[src/verilog/cpoc_consts.svh]
// Offsets, field positions, reset values and timing constants of the converter control block
`ifndef CPOC_CONSTS_SVH
`define CPOC_CONSTS_SVH

`define CPOC_CLK_HZ 50000000
`define CPOC_CYC_PER_MS 50000
`define CPOC_CYC_PER_US 50

// Times in their own units
`define CPOC_LL_STEP_MS 10000
`define CPOC_RETRY_MS 3000
`define CPOC_OV_MS 100
`define CPOC_SOFT_US 1000
`define CPOC_RAMP_US 1

// Register offsets
`define CPOC_OFS_LL_CTRL 8'h0E
`define CPOC_OFS_OUTPUT_VOLTAGE_TARGET_LO 8'h10
`define CPOC_OFS_OUTPUT_VOLTAGE_TARGET_HI 8'h11
`define CPOC_OFS_CONV_CTRL 8'h12
`define CPOC_OFS_STATUS 8'h20

// Field positions
`define CPOC_LL_EN_BIT 0
`define CPOC_LL_DLY_LSB 1
`define CPOC_OVDIS_BIT 3
`define CPOC_DNDIS_BIT 4
`define CPOC_RAMP_LSB 3
`define CPOC_CONV_EN_BIT 0
`define CPOC_FSW_LSB 3

// Reset values
`define CPOC_RST_LL_CTRL 8'h00
`define CPOC_RST_OUTPUT_VOLTAGE_TARGET 11'h1F4
`define CPOC_RST_RAMP 2'h0
`define CPOC_RST_CONV_EN 1'b1
`define CPOC_FSW_500K 2'h2

// Status codes
`define CPOC_CODE_RESTART 3'h0
`define CPOC_CODE_SOFT 3'h1
`define CPOC_CODE_STEADY 3'h2
`define CPOC_CODE_RETRY 3'h3
`define CPOC_CODE_LLOFF 3'h4

`endif

[src/verilog/cpoc_pkg.sv]
// Types of the converter control block
package cpoc_pkg;

  typedef enum logic [4:0] {
    ST_RESTART = 5'b00001,
    ST_SOFT = 5'b00010,
    ST_STEADY = 5'b00100,
    ST_RETRY = 5'b01000,
    ST_LLOFF = 5'b10000
  } cpoc_state_type;

  typedef logic [10:0] cpoc_output_voltage_target_type;

endpackage

[src/verilog/cpoc_top.sv]
// Active conversion control: light-load shutdown, output stepping, discharge and state code
// Summary of operation
// - Light-load shutdown only in buck mode, headroom at least 0.5V, output below 6V.
// - Software arms light-load shutdown with its enable bit; clearing it disarms.
// - Output current under about 5mA counts as light load.
// - Light load declared only after low current outlasts the 10s, 20s or 30s delay.
// - On light load, enter shutdown state, switch output off, go to input idle.
// - Restart needs leaving and re-entering active mode by enable pin or register.
// - Output target may be rewritten any time; regulation follows the new value.
// - Setpoint ramps to a new target at the rate chosen by the ramp field.
// - Downward step with discharge enabled switches on the load until in regulation.
// - With overvoltage discharge enabled, pulldown is on during any overvoltage.
// - Three-bit state code: restart 0, soft 1, steady 2, retry 3, shutdown 4.
// - State code reads zero whenever the block is outside active mode.
// - Switching frequency is a fixed build choice, 500kHz default, not writable.
// - Output below 3V enters retry, holds output off 3s, then restarts.
// - Overvoltage stops switching at once; beyond 100ms it forces input idle.
`timescale 1ns/1ns
`default_nettype none
`include "cpoc_consts.svh"

module cpoc_top #(
  parameter int unsigned LL_STEP_CYC = `CPOC_LL_STEP_MS * `CPOC_CYC_PER_MS,
  parameter int unsigned RETRY_CYC = `CPOC_RETRY_MS * `CPOC_CYC_PER_MS,
  parameter int unsigned OV_CYC = `CPOC_OV_MS * `CPOC_CYC_PER_MS,
  parameter int unsigned SOFT_CYC = `CPOC_SOFT_US * `CPOC_CYC_PER_US,
  parameter logic [1:0] FSW_SEL = `CPOC_FSW_500K
) (
  input wire logic clock,
  input wire logic rstn,
  input wire logic [7:0] reg_addr,
  input wire logic [7:0] reg_wdata,
  input wire logic reg_wr,
  input wire logic reg_rd,
  output logic [7:0] reg_rdata,
  input wire logic en_pin,
  input wire logic buck_mode,
  input wire logic vin_headroom_ok,
  input wire logic output_voltage_target_below_6v,
  input wire logic iout_low,
  input wire logic output_voltage_target_below_3v,
  input wire logic output_voltage_target_overvoltage,
  input wire logic output_voltage_target_in_reg,
  output logic switch_en,
  output logic output_on,
  output logic input_idle_mode,
  output logic discharge_load_en,
  output logic ov_pulldown_en,
  output cpoc_pkg::cpoc_output_voltage_target_type output_voltage_target_setpoint,
  output logic [2:0] state_code
);
  import cpoc_pkg::*;

  localparam logic [9:0] RAMP_CYC = 10'(`CPOC_RAMP_US * `CPOC_CYC_PER_US);

  // Comparator and pin levels are asynchronous to clock
  logic [7:0] pin_meta;
  logic [7:0] pin_sync;
  wire logic [7:0] pin_raw = {en_pin, buck_mode, vin_headroom_ok, output_voltage_target_below_6v,
                              iout_low, output_voltage_target_below_3v, output_voltage_target_overvoltage, output_voltage_target_in_reg};

  always_ff @(posedge clock or negedge rstn)
    if (!rstn)
    begin
      pin_meta <= 8'h00;
      pin_sync <= 8'h00;
    end
    else
    begin
      pin_meta <= pin_raw;
      pin_sync <= pin_meta;
    end

  wire logic en_s = pin_sync[7];
  wire logic buck_s = pin_sync[6];
  wire logic headroom_s = pin_sync[5];
  wire logic below6_s = pin_sync[4];
  wire logic ilow_s = pin_sync[3];
  wire logic below3_s = pin_sync[2];
  wire logic ov_s = pin_sync[1];
  wire logic inreg_s = pin_sync[0];

  // Register file
  logic [7:0] ll_ctrl;
  cpoc_output_voltage_target_type output_voltage_target_target;
  logic [1:0] ramp_rate;
  logic conv_enable;

  wire logic wr_ll = reg_wr && reg_addr == `CPOC_OFS_LL_CTRL;
  wire logic wr_lo = reg_wr && reg_addr == `CPOC_OFS_OUTPUT_VOLTAGE_TARGET_LO;
  wire logic wr_hi = reg_wr && reg_addr == `CPOC_OFS_OUTPUT_VOLTAGE_TARGET_HI;
  wire logic wr_cv = reg_wr && reg_addr == `CPOC_OFS_CONV_CTRL;

  always_ff @(posedge clock or negedge rstn)
    if (!rstn)
    begin
      ll_ctrl <= `CPOC_RST_LL_CTRL;
      output_voltage_target_target <= `CPOC_RST_OUTPUT_VOLTAGE_TARGET;
      ramp_rate <= `CPOC_RST_RAMP;
      conv_enable <= `CPOC_RST_CONV_EN;
    end
    else
    begin
      if (wr_ll)
        ll_ctrl <= {3'h0, reg_wdata[4:0]};
      if (wr_lo)
        output_voltage_target_target[7:0] <= reg_wdata;
      if (wr_hi)
      begin
        output_voltage_target_target[10:8] <= reg_wdata[2:0];
        ramp_rate <= reg_wdata[`CPOC_RAMP_LSB+:2];
      end
      if (wr_cv)
        conv_enable <= reg_wdata[`CPOC_CONV_EN_BIT];
    end

  wire logic ll_en = ll_ctrl[`CPOC_LL_EN_BIT];
  wire logic [1:0] ll_dly = ll_ctrl[`CPOC_LL_DLY_LSB+:2];
  wire logic ovdis_en = ll_ctrl[`CPOC_OVDIS_BIT];
  wire logic dndis_en = ll_ctrl[`CPOC_DNDIS_BIT];

  // State machine and timers
  cpoc_state_type st;
  cpoc_state_type next_st;
  logic [31:0] tmr;
  logic [31:0] ll_cnt;
  logic [31:0] ov_cnt;
  logic ov_idle;

  // Leaving active mode (pin or register low) or entering overvoltage idle are the only ways out of shutdown
  wire logic active_req = en_s && conv_enable;
  wire logic active = active_req && !ov_idle;
  wire logic [31:0] ll_limit = (ll_dly == 2'h0) ? LL_STEP_CYC :
                               (ll_dly == 2'h1) ? 32'(2 * LL_STEP_CYC) :
                               32'(3 * LL_STEP_CYC);
  wire logic ll_window = buck_s && headroom_s && below6_s;
  wire logic ll_cond = ll_window && ll_en && ilow_s && st == ST_STEADY;
  wire logic ll_hit = ll_cond && ll_cnt >= ll_limit;
  wire logic ov_expire = ov_s && active && ov_cnt >= OV_CYC - 1;
  wire logic next_ov_idle = active_req && (ov_idle || ov_expire);

  always_comb
  begin
    next_st = st;
    if (!active)
      next_st = ST_RESTART;
    else
      unique case (st)
        ST_RESTART: next_st = ST_SOFT;
        ST_SOFT: if (tmr >= SOFT_CYC - 1) next_st = ST_STEADY;
        ST_STEADY:
        begin
          if (below3_s)
            next_st = ST_RETRY;
          else if (ll_hit)
            next_st = ST_LLOFF;
        end
        ST_RETRY: if (tmr >= RETRY_CYC - 1) next_st = ST_RESTART;
        ST_LLOFF: next_st = ST_LLOFF;
      endcase
  end

  wire logic [2:0] next_code = !active ? `CPOC_CODE_RESTART :
                               (next_st == ST_SOFT) ? `CPOC_CODE_SOFT :
                               (next_st == ST_STEADY) ? `CPOC_CODE_STEADY :
                               (next_st == ST_RETRY) ? `CPOC_CODE_RETRY :
                               (next_st == ST_LLOFF) ? `CPOC_CODE_LLOFF :
                               `CPOC_CODE_RESTART;
  wire logic next_running = active && (next_st == ST_SOFT || next_st == ST_STEADY);

  always_ff @(posedge clock or negedge rstn)
    if (!rstn)
    begin
      st <= ST_RESTART;
      tmr <= 32'h0;
      ll_cnt <= 32'h0;
      ov_cnt <= 32'h0;
      ov_idle <= 1'b0;
      state_code <= 3'h0;
    end
    else
    begin
      st <= next_st;
      tmr <= (next_st != st) ? 32'h0 : tmr + 32'h1;
      ll_cnt <= ll_cond ? ll_cnt + 32'h1 : 32'h0;
      ov_cnt <= (ov_s && active) ? ov_cnt + 32'h1 : 32'h0;
      ov_idle <= next_ov_idle;
      state_code <= next_code;
    end

  // Frequency is a build-time strap; it reads back and has no write path
  wire logic [7:0] status_byte = {3'h0, FSW_SEL, state_code};
  wire logic [7:0] rd_mux = (reg_addr == `CPOC_OFS_LL_CTRL) ? ll_ctrl :
                            (reg_addr == `CPOC_OFS_OUTPUT_VOLTAGE_TARGET_LO) ? output_voltage_target_target[7:0] :
                            (reg_addr == `CPOC_OFS_OUTPUT_VOLTAGE_TARGET_HI) ? {3'h0, ramp_rate, output_voltage_target_target[10:8]} :
                            (reg_addr == `CPOC_OFS_CONV_CTRL) ? {7'h00, conv_enable} :
                            (reg_addr == `CPOC_OFS_STATUS) ? status_byte :
                            8'h00;

  // Output setpoint ramp and discharge loads
  logic [9:0] ramp_cnt;
  wire logic [9:0] ramp_limit = RAMP_CYC << ramp_rate;
  wire logic ramp_tick = ramp_cnt >= ramp_limit - 10'h1;
  wire logic step_dn = output_voltage_target_setpoint > output_voltage_target_target;
  wire logic step_up = output_voltage_target_setpoint < output_voltage_target_target;
  wire logic next_disch = dndis_en && active && (step_dn || (discharge_load_en && !inreg_s));

  always_ff @(posedge clock or negedge rstn)
    if (!rstn)
    begin
      ramp_cnt <= 10'h0;
      output_voltage_target_setpoint <= `CPOC_RST_OUTPUT_VOLTAGE_TARGET;
      discharge_load_en <= 1'b0;
      ov_pulldown_en <= 1'b0;
      switch_en <= 1'b0;
      output_on <= 1'b0;
      input_idle_mode <= 1'b0;
      reg_rdata <= 8'h00;
    end
    else
    begin
      ramp_cnt <= (ramp_tick || !(step_dn || step_up)) ? 10'h0 : ramp_cnt + 10'h1;
      if (ramp_tick && step_up)
        output_voltage_target_setpoint <= output_voltage_target_setpoint + 11'h1;
      else if (ramp_tick && step_dn)
        output_voltage_target_setpoint <= output_voltage_target_setpoint - 11'h1;
      discharge_load_en <= next_disch;
      ov_pulldown_en <= ovdis_en && ov_s;
      switch_en <= next_running && !ov_s;
      output_on <= next_running;
      input_idle_mode <= next_ov_idle || (active && next_st == ST_LLOFF);
      if (reg_rd)
        reg_rdata <= rd_mux;
    end
endmodule
`default_nettype wire

[config.mk]
export PLATFORM = sky130hd
export DESIGN_NAME = cpoc_top
export DESIGN_NICKNAME = d
export VERILOG_FILES = /design/src/verilog/cpoc_pkg.sv /design/src/verilog/cpoc_top.sv
export VERILOG_INCLUDE_DIRS = /design/src /design/src/verilog
export SDC_FILE = /design/constraint.sdc
export NUM_CORES = 1
export LEC_CHECK = 0
export BUFFER_PORTS_ARGS = -buffer_cell sky130_fd_sc_hd__buf_2
export CAP_MARGIN = 15
export CORE_MARGIN = 2
export CORE_UTILIZATION = 60
export CTS_CLUSTER_SIZE = 10
export DETAILED_ROUTE_END_ITERATION = 8
export HOLD_SLACK_MARGIN = 0.12
export PLACE_DENSITY_LB_ADDON = 0.08
export REMOVE_ABC_BUFFERS = 1
export SLEW_MARGIN = 20
export SYNTH_ARGS = -nofsm -noshare
export SYNTH_HDL_FRONTEND = slang
export SYNTH_SLANG_ARGS = --single-unit
[constraint.sdc]
create_clock -name clock -period 4.7 [get_ports clock]
set_input_delay 1.175 -clock clock [delete_from_list [all_inputs] [get_ports clock]]
set_output_delay 1.175 -clock clock [all_outputs]
set_load 0.02 [all_outputs]
### Yosys cells after proc, flatten, opt, wreduce, memory -nomap -nowiden

Cells that the tools add are included.

| word-level totals | value |
|---|---|
| output and inout bits | 27 |
| bits in registers | 174 |

| operators by class | value |
|---|---|
| mux-type cells | 24 |
| equal/unequal tests | 16 |
| reduce and logical (&&, ||, !) cells | 36 |
| shifts and indexed selects | 1 |
| add/sub/neg operators | 7 |
| $lt $le $gt $ge | 7 |

Operators by type and width:

| operator | number |
|---|---|
| adder 32 x 1 -> 32 bit, second input constant | 3 |
| 2-to-1 mux 32 bit | 3 |
| 2-to-1 mux 31 bit | 2 |
| 2-to-1 mux 5 bit | 8 |
| >= comparator 32 x 16 -> 1 bit, second input constant | 1 |
| >= comparator 32 x 23 -> 1 bit, second input constant | 1 |
| >= comparator 32 x 28 -> 1 bit, second input constant | 1 |
| >= comparator 32 x 31 -> 1 bit | 1 |
| one-hot mux 5 bit (5 select lines) | 1 |
| equality test 8 x 5 -> 1 bit, second input constant | 3 |
| logical AND 1 bit | 24 |
| 2-to-1 mux 11 bit | 2 |
| 2-to-1 mux 8 bit | 2 |
| 2-to-1 mux 3 bit | 5 |
| adder 11 x 1 -> 11 bit, second input constant | 1 |
| > comparator 11 bit | 1 |
| less-than comparator 11 bit | 1 |
| subtractor 11 x 1 -> 11 bit, second input constant | 1 |
| adder 10 x 1 -> 10 bit, second input constant | 1 |
| equality test 5 x 2 -> 1 bit, second input constant | 2 |
| equality test 5 x 3 -> 1 bit, second input constant | 2 |
| equality test 5 x 4 -> 1 bit, second input constant | 2 |
| equality test 5 bit, second input constant | 2 |
| >= comparator 10 bit | 1 |
| 12 further kinds | 20 |

### Longest topological paths before layout

Gate-level depths: netlist of the first run.

| logic depth | value |
|---|---|
| depth in word-level cells | 16 |
| mapped depth | 16 |

### Worst setup path before layout of the first run

Ideal clock, no wire load.

| timing path | value |
|---|---|
| path type | reg-to-reg |
| from | register output_voltage_target_setpoint[4] |
| to | register output_voltage_target_setpoint[9] |
| data required time | 4.575 ns |
| stages on the path, launching flop included | 16 |
| arrival | 3.530 ns |
| path slack | 1.045 ns |
| clock period less this slack | 3.655 ns |
| setup time | 0.125 ns |
| cells stage by stage | dfstp_2 -> ha_1 -> or3_1 -> o21ai_0 -> a211oi_1 -> a211o_1 -> inv_1 -> nand2_1 -> ha_1 -> a21oi_1 -> o21ai_0 -> a2111o_1 -> a31o_2 -> a21oi_1 -> xnor2_1 -> mux2_2 |

| between the ends | value |
|---|---|
| longest elaborated chain between the ends | 3 |

RTL lines:

| what | RTL line | RTL |
|---|---|---|
| from (decl) | cpoc_top.sv:49 | `output cpoc_pkg::cpoc_output_voltage_target_type output_voltage_target_setpoint,` |
| from (signal assigned) | cpoc_top.sv:212 | `` output_voltage_target_setpoint <= `CPOC_RST_OUTPUT_VOLTAGE_TARGET; `` |
| from (signal assigned) | cpoc_top.sv:224 | `output_voltage_target_setpoint <= output_voltage_target_setpoint + 11'h1;` |
| from (signal assigned) | cpoc_top.sv:226 | `output_voltage_target_setpoint <= output_voltage_target_setpoint - 11'h1;` |
| subtractor 11 x 1 -> 11 bit (tied with other cells) | cpoc_top.sv:226 |  |
| 2-to-1 mux 11 bit (tied with other cells) | cpoc_top.sv:225 | `else if (ramp_tick && step_dn)` |
| 2-to-1 mux 11 bit or nonzero test 2 bit (tied branches) | n/a |  |

Parallel ways exist; a longest one is shown, timed or not. The select of a mux whose other input is x is not followed.
A chain may end at the register's enable or synchronous reset.

### Worst setup path in the final report of the first run

| timing path | value |
|---|---|
| from | register ramp_rate[1] |
| to | register output_voltage_target_setpoint[9] |

| between the ends | value |
|---|---|
| longest elaborated chain between the ends | 5 |

RTL lines:

| what | RTL line | RTL |
|---|---|---|
| from (decl) | cpoc_top.sv:86 | `logic [1:0] ramp_rate;` |
| from (signal assigned) | cpoc_top.sv:99 | `` ramp_rate <= `CPOC_RST_RAMP; `` |
| from (signal assigned) | cpoc_top.sv:111 | `` ramp_rate <= reg_wdata[`CPOC_RAMP_LSB+:2]; `` |
| left shift 6 x 2 -> 10 bit * | cpoc_top.sv:202 | `wire logic [9:0] ramp_limit = RAMP_CYC << ramp_rate;` |
| subtractor 10 x 1 -> 10 bit * | cpoc_top.sv:203 | `wire logic ramp_tick = ramp_cnt >= ramp_limit - 10'h1;` |
| >= comparator 10 bit * | cpoc_top.sv:203 |  |
| logical AND 1 bit, on equally long branches | cpoc_top.sv:223, cpoc_top.sv:225 |  |
| 2-to-1 mux 11 bit or nonzero test 2 bit (tied branches) | n/a |  |

Every way passes the cells marked *; elsewhere a longest branch is shown, timed or not.

==> flow_metrics.tcl, run 1 <==
set metrics [dict create \
    final_cells 1188 \
    met2_length_um 8400 \
    outcome "completed" \
    worstSetupEndpointType "flop" \
    cpPeakStageDelay_ns 0.43 \
    grt-ovfl-total 0 \
    synth.top_cells.by_area "dfrtp_1 (43%), ha_1 (7.4%), xor2_1 (6.1%)" \
    leakage_nw 4.66 \
    slew_headroom 0.459 \
    register_area_mm2 0.00437 \
    portBuffers 54 \
    powerDensity_mw_per_mm2 393 \
    fin_nets 1071 \
    worstMarginPinSlew_ns 0.812 \
    synthFlopType "dfrtp_1" \
    antenna_found_initial 0 \
    setup_tns_ns 0 \
    drc 0 \
    finalMaxSlewViolations 0 \
    ys_types 72 \
    dp.cells 1156 \
    clockRootBuffer "clkbuf_16" \
    yosysWarnings 0 \
    synth_cells 929 \
    post-cts-setup-buffers 0 \
    hold_class "reg -> reg" \
    fmax_mhz 244 \
    finalInstanceArea_mm2 0.0104 \
    setup-violations-final 0 \
    setup_ws_ns 0.599 \
    ys_seq_area_frac 0.467 \
    hold_viol_final 0 \
    critPathMaxFanout 10 \
    design.core.area_mm2 0.0152 \
    clock_sinks 174 \
    max_cap_violations 0 \
    path_clk_slew_ns 0.07 \
    antenna_left 0 \
    cts_buffers 17 \
    cts_tree "built" \
    yosysTopAreaCell "dfrtp_1" \
    cp_slowest_cell "dfrtp_1" \
    dp_hpwl_um 12800 \
    crit_arrival_ns 4.40 \
    skew_ns 0.00881 \
    final.min_clock_period_ns 4.10 \
    wl_per_cell_um 15.2 \
    grt_max_degree 91 \
    peakVddDrop_v 0.000303 \
    diodes 0 \
    dr_total_vias 6689 \
    path_class "reg -> reg" \
    synth_top_cell_area_share 0.428 \
    dr.max_layer_used "met4" \
    rows 45 \
    rsz0062_at_grt "false" \
    syn_avg_cell_area_um2 10.1 \
    met1Wirelength_um 8720 \
    cp-start-kind "flop" \
    multi_input_area_mm2 0.00470 \
    grt_pass1_wl_um 31400 \
    dr.pass1.iters 5 \
    drive_above_1_share 0.174 \
    dieArea_mm2 0.0166 \
    die_h_um 129 \
    dr.first_iter.drc_count 437 \
    synth-edff-count 0 \
    start_util 0.615 \
    fin_util 0.684 \
    gr-usage-all-layers 0.236 \
    netlist_area_mm2 0.00935 \
    cp_common_cell "ha_1" \
    postCtsHoldBufs 0 \
    pre_cts_ws_ns 0.643 \
    routed_wl_um 18100 \
    fillers 1213 \
    cp_cell_sequence "inv_1 > ha_1 > inv_1 > ha_1 > o21a_1 > o211ai_1 > o31ai_1 > nand2_1 > ha_1 > a21oi_1 > o21ai_0 > a2111o_1 > a31o_2 > a21oi_1 > xnor2_1 > mux2_2" \
    grt_pass1_vias 6548 \
    dr_wl_met3_um 568 \
    power_mw 4.08 \
    gp_congestion 0.850 \
    clk_path_buf_depth 2 \
    htree_levels 4 \
    area_growth_pct 11.1 \
    crit_required_ns 5.00 \
    synthArstFlopShare 1.00 \
    fin_crit_sh 0.872 \
    synth_seq_cells 174 \
    die_width_um 129 \
    clk_latency_ns 0.42 \
    io_pins 55 \
    routed_via_density 5.63 \
    post_dp_cell_area_mm2 0.00980 \
    cts_resized 0 \
    hold-worst-slack_ns 0.349 \
]
sequential cells by signal, summed over array words and instances (netlist names), 2 cells and up:
| signal | cells |
|---|---|
| output_voltage_target_target | 11 |
| ll_ctrl | 5 |
| pin_meta | 8 |
| ramp_rate | 2 |
| pin_sync | 8 |
| ov_cnt | 32 |
| ramp_cnt | 10 |
| state_code | 3 |
| st | 5 |
| tmr | 32 |
| reg_rdata | 8 |
| output_voltage_target_setpoint | 11 |
| ll_cnt | 32 |
logic make-up after synthesis:
| logic type | count (synthesis) | share of synthesized area |
|---|---|---|
| adder cells (fa/ha/maj) | 56 | 0.0757 |
| other | 1 | 0.000401 |
| AO/OA/AOI/OAI | 108 | 0.0821 |
| buffers and inverters | 65 | 0.0300 |
| AND/OR/NAND/NOR | 391 | 0.211 |
| multiplexers | 30 | 0.0357 |
| flip-flops | 174 | 0.467 |
| XOR/XNOR | 104 | 0.0982 |
final timing paths:
check	slack, ns	cells after the start	end	startpoint
setup / recovery	0.60	16	output_voltage_target_setpoint[9]	ramp_rate[1]
hold / removal	0.35	0	pin_sync[5]	pin_meta[5]
setup reg to reg	0.60	16	output_voltage_target_setpoint[9]	ramp_rate[1]
hold reg to reg	0.35	0	pin_sync[5]	pin_meta[5]
max in group asynchronous	3.01	2	ll_cnt[24]	rstn
min in group asynchronous	0.80	1	output_voltage_target_setpoint[9]	rstn
power by group:
group	total (mW)	internal [mW]	switching, mW
clock network	1.40	0.793	0.610
registers	1.77	1.63	0.134
logic	0.913	0.410	0.503
area by class of cell:
cell class	count	share of cell area
multi-input combinational	690	0.453
sequential	174	0.421
clock buffer	17	0.0409
timing repair buffer	58	0.0307
tap	188	0.0226
inverter	46	0.0166
clock inverter	15	0.0157
placed cells by master (no fill, tap or decap), types with 20 or more instances in the layout:
cell,instances
a21oi_1,26
and3_1,20
buf_2,53
dfrtp_1,160
ha_1,55
inv_1,46
mux2_2,24
nand2_1,66
nand3_1,62
nand4_1,20
nor2_1,116
nor2_2,30
nor3_1,21
xnor2_1,38
xor2_1,65
critical path: cells and delay by family, from the launching register on:
family / cells / cell delay, ns
and+or+nand+nor: 1 / 0.36
buffers and inverters: 2 / 0.16
adders and majority gates: 3 / 0.94
xor gates and xnor gates: 1 / 0.08
DFF: 1 / 0.43
muxes: 1 / 0.27
AOI/OAI and AO/OA: 8 / 1.74
Yosys cell counts, types with 4 or more instances:
library cell / n
nor4_1: 5
and4_1: 10
dfrtp_1: 160
nand2_1: 67
o21bai_1: 5
nand3_1: 62
and2_1: 4
o31ai_1: 4
nor3_1: 21
dfstp_2: 14
nor2_1: 116
a21oi_1: 26
clkbuf_1: 12
nand4_1: 20
mux2_2: 24
o211ai_1: 4
xor2_1: 65
ha_1: 55
a22oi_1: 4
nor4b_1: 4
a211oi_1: 5
a21o_1: 6
and3_1: 20
nor2b_1: 4
xnor2_1: 38
or3_1: 11
nor2_2: 30
inv_1: 46
buf_6: 4
o21a_1: 6
o21ai_0: 18
metal layers:
metal / vias up / global-route usage
li1: 3350 / -
met1: 3214 / 0.331
met2: 101 / 0.373
met3: 24 / 0.0466
met4: 0 / 0.0780
met5: - / 0
Note: power is estimated with default switching activity, not from simulation.
==> inputs of run 2 (changes only) <==
--- a/config.mk
+++ b/config.mk
@@ -13,6 +13,7 @@
 export CTS_CLUSTER_SIZE = 10
 export DETAILED_ROUTE_END_ITERATION = 8
 export HOLD_SLACK_MARGIN = 0.12
+export MAX_ROUTING_LAYER = met4
 export PLACE_DENSITY_LB_ADDON = 0.08
 export REMOVE_ABC_BUFFERS = 1
 export SLEW_MARGIN = 20
==> run 2 against run 1 <==
  * First-iteration DRC count is 1.6% higher
  * Die area stayed put
  * Register-to-register slack worse by 0.02 ns
  * Maximum frequency is 0.41% lower
  * Utilization stayed put
  * Routed wire length is 0.13% higher
  * Via count hardly changed
  * Cell count stayed put
  * Largest power group unchanged
  * Highest routed layer unchanged
==> flow_metrics.tcl, run 2 (synthesized netlist as in run 1, its figures left out) <==
set metrics [dict create \
    outcome "completed" \
    worstHoldStart "pin_meta[5]" \
    clk_latency_ns 0.42 \
    antenna_found_initial 0 \
    intPower_mw 2.84 \
    cts_buffers 17 \
    portBuffers 54 \
    antenna_left 0 \
    htree_levels 4 \
    cp-start-kind "flop" \
    setup_tns_ns 0 \
    dieArea_mm2 0.0166 \
    cts_resized 0 \
    drc 0 \
    routed_wl_um 18100 \
    die_h_um 129 \
    finalMaxSlewViolations 0 \
    clock_sinks 174 \
    rsz0062_at_grt "false" \
    fin_nets 1071 \
    slew_headroom 0.466 \
    fmax_mhz 243 \
    fin_crit_sh 0.876 \
    crit_arrival_ns 4.42 \
    skew_ns 0.0127 \
    rows 45 \
    hold-worst-slack_ns 0.349 \
    startpoint "ramp_rate[1]" \
    crit_required_ns 5.00 \
    critPathMaxFanout 10 \
    design.core.area_mm2 0.0152 \
    worstMarginPinSlew_ns 0.801 \
    finalInstanceArea_mm2 0.0104 \
    reg2reg_from "ramp_rate[1]" \
    powerDensity_mw_per_mm2 393 \
    start_util 0.615 \
    grt-ovfl-total 0 \
    hold_class "reg -> reg" \
    post-cts-setup-buffers 0 \
    leakage_nw 4.66 \
    wl_per_cell_um 15.2 \
    reg2reg_slack_ns 0.58 \
    peakVddDrop_v 0.000301 \
    max_cap_violations 0 \
    die_width_um 129 \
    dr_total_vias 6685 \
    sequentialPowerShare 0.432 \
    fin_util 0.684 \
    postCtsHoldBufs 0 \
    gp_congestion 0.864 \
    mostFrequentLayoutCells "dfrtp_1 (160), nor2_1 (116), nand2_1 (66)" \
    final.min_clock_period_ns 4.12 \
    gr-usage-all-layers 0.244 \
    cts_tree "built" \
    clockRootBuffer "clkbuf_16" \
    clk_path_buf_depth 2 \
    io_pins 55 \
    grt_max_degree 91 \
    power_frac_clock 0.344 \
    dr.first_iter.drc_count 444 \
    biggestRegsByFlops "ll_cnt (32), ov_cnt (32), tmr (32)" \
    p_switching_mw 1.25 \
    dr.pass1.iters 5 \
    grt_pass1_vias 6545 \
    dp_hpwl_um 12800 \
    routed_via_density 5.63 \
    hold_viol_final 0 \
    mostFrequentLayoutCell "dfrtp_1" \
    switching_share 0.306 \
    comb_power_share 0.224 \
    area_growth_pct 11.1 \
    path_clk_slew_ns 0.07 \
    power_mw 4.08 \
    path_class "reg -> reg" \
    grt_pass1_wl_um 31400 \
    setup-violations-final 0 \
    post_dp_cell_area_mm2 0.00980 \
    drive_above_1_share 0.174 \
    diodes 0 \
    worstSetupEndpointType "flop" \
]
-- run 2: cell counts in the layout (fill, tap and decap cells not counted) --
No cell type changed its count.
-- run 2: path summary, 6_finish.rpt --
check / to / cells past startpoint
worst min register to register: pin_sync[5] / 0
max in group asynchronous: output_voltage_target_target[4] / 2
worst max register to register: output_voltage_target_setpoint[9] / 16
min in group asynchronous: output_voltage_target_setpoint[9] / 1
worst max-delay path: output_voltage_target_setpoint[9] / 16
worst min-delay path: pin_sync[5] / 0
-- run 2: final cells by class --
| class | count | area, um2 |
|---|---|---|
| flip-flops and latches | 174 | 4370 |
| multi-input cells | 690 | 4700 |
| clock buffers | 17 | 425 |
| fillers | 1213 | 4810 |
| clock inverters | 15 | 163 |
| repair buffers | 58 | 319 |
| inverters | 46 | 173 |
| well taps | 188 | 235 |
-- run 2: worst max-delay path: stages (launching register included) --
cell      delay, ns
dfrtp_1        0.43
inv_1          0.12
ha_1           0.29
inv_1          0.04
ha_1           0.26
o21a_1         0.11
o211ai_1       0.07
o31ai_1        0.39
nand2_1        0.37
ha_1           0.40
a21oi_1        0.22
o21ai_0        0.15
a2111o_1       0.40
a31o_2         0.24
a21oi_1        0.16
xnor2_1        0.08
mux2_2         0.27
-- run 2: stage by stage --
step	std cells	worst slack [ns]
finish	1188	0.582
global route	1188	0.319
CTS	1188	0.616
detailed placement	1156	0.643
global placement	1156	0.827
floorplan	910	1.04
-- run 2: per-layer routing --
layer  track usage  part of all wire
met2         0.373              0.47
met3        0.0466             0.032
met5             -                 0
met1         0.331              0.48
met4        0.0780             0.018
-- run 2: power by group through the flow --
stage	Combinational (mW)	Sequential (mW)	Clock, mW
floorplan	0.642	1.81	0
global placement	0.893	1.79	0
detailed placement	0.917	1.79	0
CTS	0.922	1.77	1.43
global route	1.05	1.79	1.51
finish	0.913	1.77	1.41
==> inputs of run 3 (changes only) <==
--- a/config.mk
+++ b/config.mk
@@ -6,6 +6,7 @@
 export SDC_FILE = /design/constraint.sdc
 export NUM_CORES = 1
 export LEC_CHECK = 0
+export ABC_AREA = 1
 export BUFFER_PORTS_ARGS = -buffer_cell sky130_fd_sc_hd__buf_2
 export CAP_MARGIN = 15
 export CORE_MARGIN = 2
==> run 3 against run 2 <==
  * Sequential power barely moved
  * Hold slack improved by 0.0012 ns
  * Register-to-register slack improved by 0.45 ns
  * Largest cell class unchanged
  * Critical path type unchanged
  * Combinational power rose by 9.5%
  * Sequential share of layout area fell by 2.9 points
  * Synthesized cell count rose by 33%
  * Cell count rose by 28%
  * Area after synthesis rose by 8.1%
  * Clock power barely moved
  * Largest power group unchanged
  * Via count rose by 25%
==> flow_metrics.tcl, run 3 <==
set metrics [dict create \
    biggestRegsByFlops "ll_cnt (32), ov_cnt (32), tmr (32)" \
    cp.buffers_inverters 2 \
    dp_hpwl_um 15600 \
    r2r_cells 20 \
    final.min_clock_period_ns 3.66 \
    die_width_um 134 \
    gr-usage-all-layers 0.262 \
    drc 0 \
    post-cts-setup-buffers 0 \
    fillers 1431 \
    yosysWarnings 0 \
    startpoint "ramp_rate[1]" \
    fin_nets 1377 \
    register_area_mm2 0.00437 \
    synthArstFlopShare 1.00 \
    cp_cell_sequence "inv_1 > ha_1 > inv_1 > ha_1 > nand2_1 > nor2_1 > nand3b_1 > o2111ai_1 > nand2_1 > ha_1 > a21oi_1 > o21ai_0 > nand2_1 > nand2_1 > a21oi_1 > nor2_1 > o21ai_0 > nand2_1 > xor2_1 > o21ai_0" \
    dr_total_vias 8356 \
    grt_pass1_wl_um 37200 \
    fin_util 0.676 \
    met1_usage 0.355 \
    setup_tns_ns 0 \
    cts_buffers 17 \
    die_h_um 134 \
    peakVddDrop_v 0.000287 \
    ys_seq_area_frac 0.432 \
    cp_slowest_cell "ha_1" \
    routed_via_density 5.48 \
    gp_congestion 0.929 \
    synth-edff-count 0 \
    clk_path_buf_depth 2 \
    synth_fa_ha_area_frac 0.0700 \
    htree_levels 4 \
    max_cap_violations 0 \
    io_pins 55 \
    worstMarginPinSlew_ns 1.04 \
    fin_crit_sh 0.779 \
    yosysTopAreaCell "dfrtp_1" \
    cp_common_cell "nand2_1" \
    setup-violations-final 0 \
    synthTopCellsByCount "nand2_1 (242), inv_1 (162), dfrtp_1 (160)" \
    worstSetupEndpointType "flop" \
    grt_pass1_vias 7972 \
    antenna_found_initial 0 \
    start_util 0.612 \
    clk_latency_ns 0.43 \
    synth-compound-area-share 0.0872 \
    diodes 0 \
    powerDensity_mw_per_mm2 373 \
    grt_max_degree 104 \
    synth_seq_cells 174 \
    cpPeakStageDelay_ns 0.46 \
    synth.top_cells.by_area "dfrtp_1 (40%), nand2_1 (9.0%), ha_1 (6.8%)" \
    leakage_nw 5.19 \
    antenna_left 0 \
    hold_class "reg -> reg" \
    drive_above_1_share 0.127 \
    slew_headroom 0.307 \
    dr.first_iter.drc_count 520 \
    grt-ovfl-total 0 \
    postCtsHoldBufs 0 \
    crit_required_ns 5.05 \
    whs_path_depth 0 \
    synth_top_cell_area_share 0.396 \
    dieArea_mm2 0.0179 \
    path_class "reg -> reg" \
    path_depth 20 \
    synthMuxAreaShare 0 \
    outcome "completed" \
    path_clk_slew_ns 0.06 \
    wl_per_cell_um 14.0 \
    cts_tree "built" \
    grt_busiest_layer "met2" \
    met3_usage 0.0446 \
    area_growth_pct 10.5 \
    worstHoldStart "pin_meta[3]" \
    critical-path-top-delay-family "compound AO/OA/AOI/OAI gates" \
    finalMaxSlewViolations 0 \
    synthFlopType "dfrtp_1" \
    design.core.area_mm2 0.0165 \
    synthXorXnorAreaFrac 0.0381 \
    dr.pass1.iters 5 \
    routed_wl_um 21400 \
    hold_viol_final 0 \
    reg2reg_from "ramp_rate[1]" \
    crit_arrival_ns 4.01 \
    clockRootBuffer "clkbuf_16" \
    multi_input_area_mm2 0.00499 \
    rsz0062_at_grt "false" \
    synth-simple-area-share 0.298 \
    cts_resized 0 \
    mostFrequentLayoutCells "nand2_1 (242), inv_1 (162), dfrtp_1 (160)" \
    syn_avg_cell_area_um2 8.20 \
    fmax_mhz 273 \
    synth_top_family_by_area "simple AND/OR/NAND/NOR gates" \
    cp-start-kind "flop" \
    rows 47 \
    critPathMaxFanout 10 \
    clock_sinks 174 \
    synth_cells 1233 \
    skew_ns 0.00758 \
    ys_types 51 \
    synth_most_common_cell "nand2_1" \
    use_met2 0.411 \
    portBuffers 54 \
    netlist_area_mm2 0.0101 \
    mostFrequentLayoutCell "nand2_1" \
]
-- run 3: metrics by stage --
| stage | cells | hold slack, ns | power, mW | setup slack (ns) | instance area [um2] |
|---|---|---|---|---|---|
| floorplan | 1215 | 0.331 | 2.51 | 1.52 | 9990 |
| global placement | 1494 | 0.332 | 2.75 | 1.24 | 10600 |
| detailed placement | 1494 | 0.336 | 2.77 | 1.10 | 10600 |
| CTS | 1525 | 0.351 | 4.20 | 1.06 | 11200 |
| global route | 1525 | 0.355 | 4.44 | 0.657 | 11200 |
| finish | 1525 | 0.350 | 4.17 | 1.04 | 11200 |
-- run 3: cells by family after synthesis --
| logic type | Yosys count |
|---|---|
| simple gates | 617 |
| buf+inv | 185 |
| flops | 174 |
| compound gates | 156 |
| fa+ha+maj | 56 |
| xor+xnor | 44 |
| other cells | 1 |
-- run 3: final cells by class --
cell class / instances / area share
clock buffer: 17 / 0.0381
sequential: 174 / 0.391
timing repair buffer: 59 / 0.0281
clock inverter: 14 / 0.0150
multi-input combinational: 874 / 0.447
tap: 220 / 0.0246
inverter: 167 / 0.0561
-- run 3: where the power goes --
group / switching [mW] / total, mW / internal [mW] / leakage [nW]
sequential: 0.120 / 1.75 / 1.63 / 2.30
clock: 0.590 / 1.42 / 0.833 / 0.285
combinational: 0.580 / 1.00 / 0.420 / 2.61
-- run 3: path summary, 6_finish.rpt --
path	end	slack, ns
hold / removal	pin_sync[3]	0.35
setup / recovery	output_voltage_target_setpoint[7]	1.04
max in group asynchronous	tmr[14]	2.90
setup reg to reg	output_voltage_target_setpoint[7]	1.04
min in group asynchronous	output_voltage_target_setpoint[9]	0.85
hold reg to reg	pin_sync[3]	0.35
-- run 3: layer usage --
layer / vias to the layer above / share of wire
met1: 3925 / 0.48
met3: 27 / 0.040
met2: 184 / 0.47
li1: 4220 / -
met5: - / 0
met4: 0 / 0.015
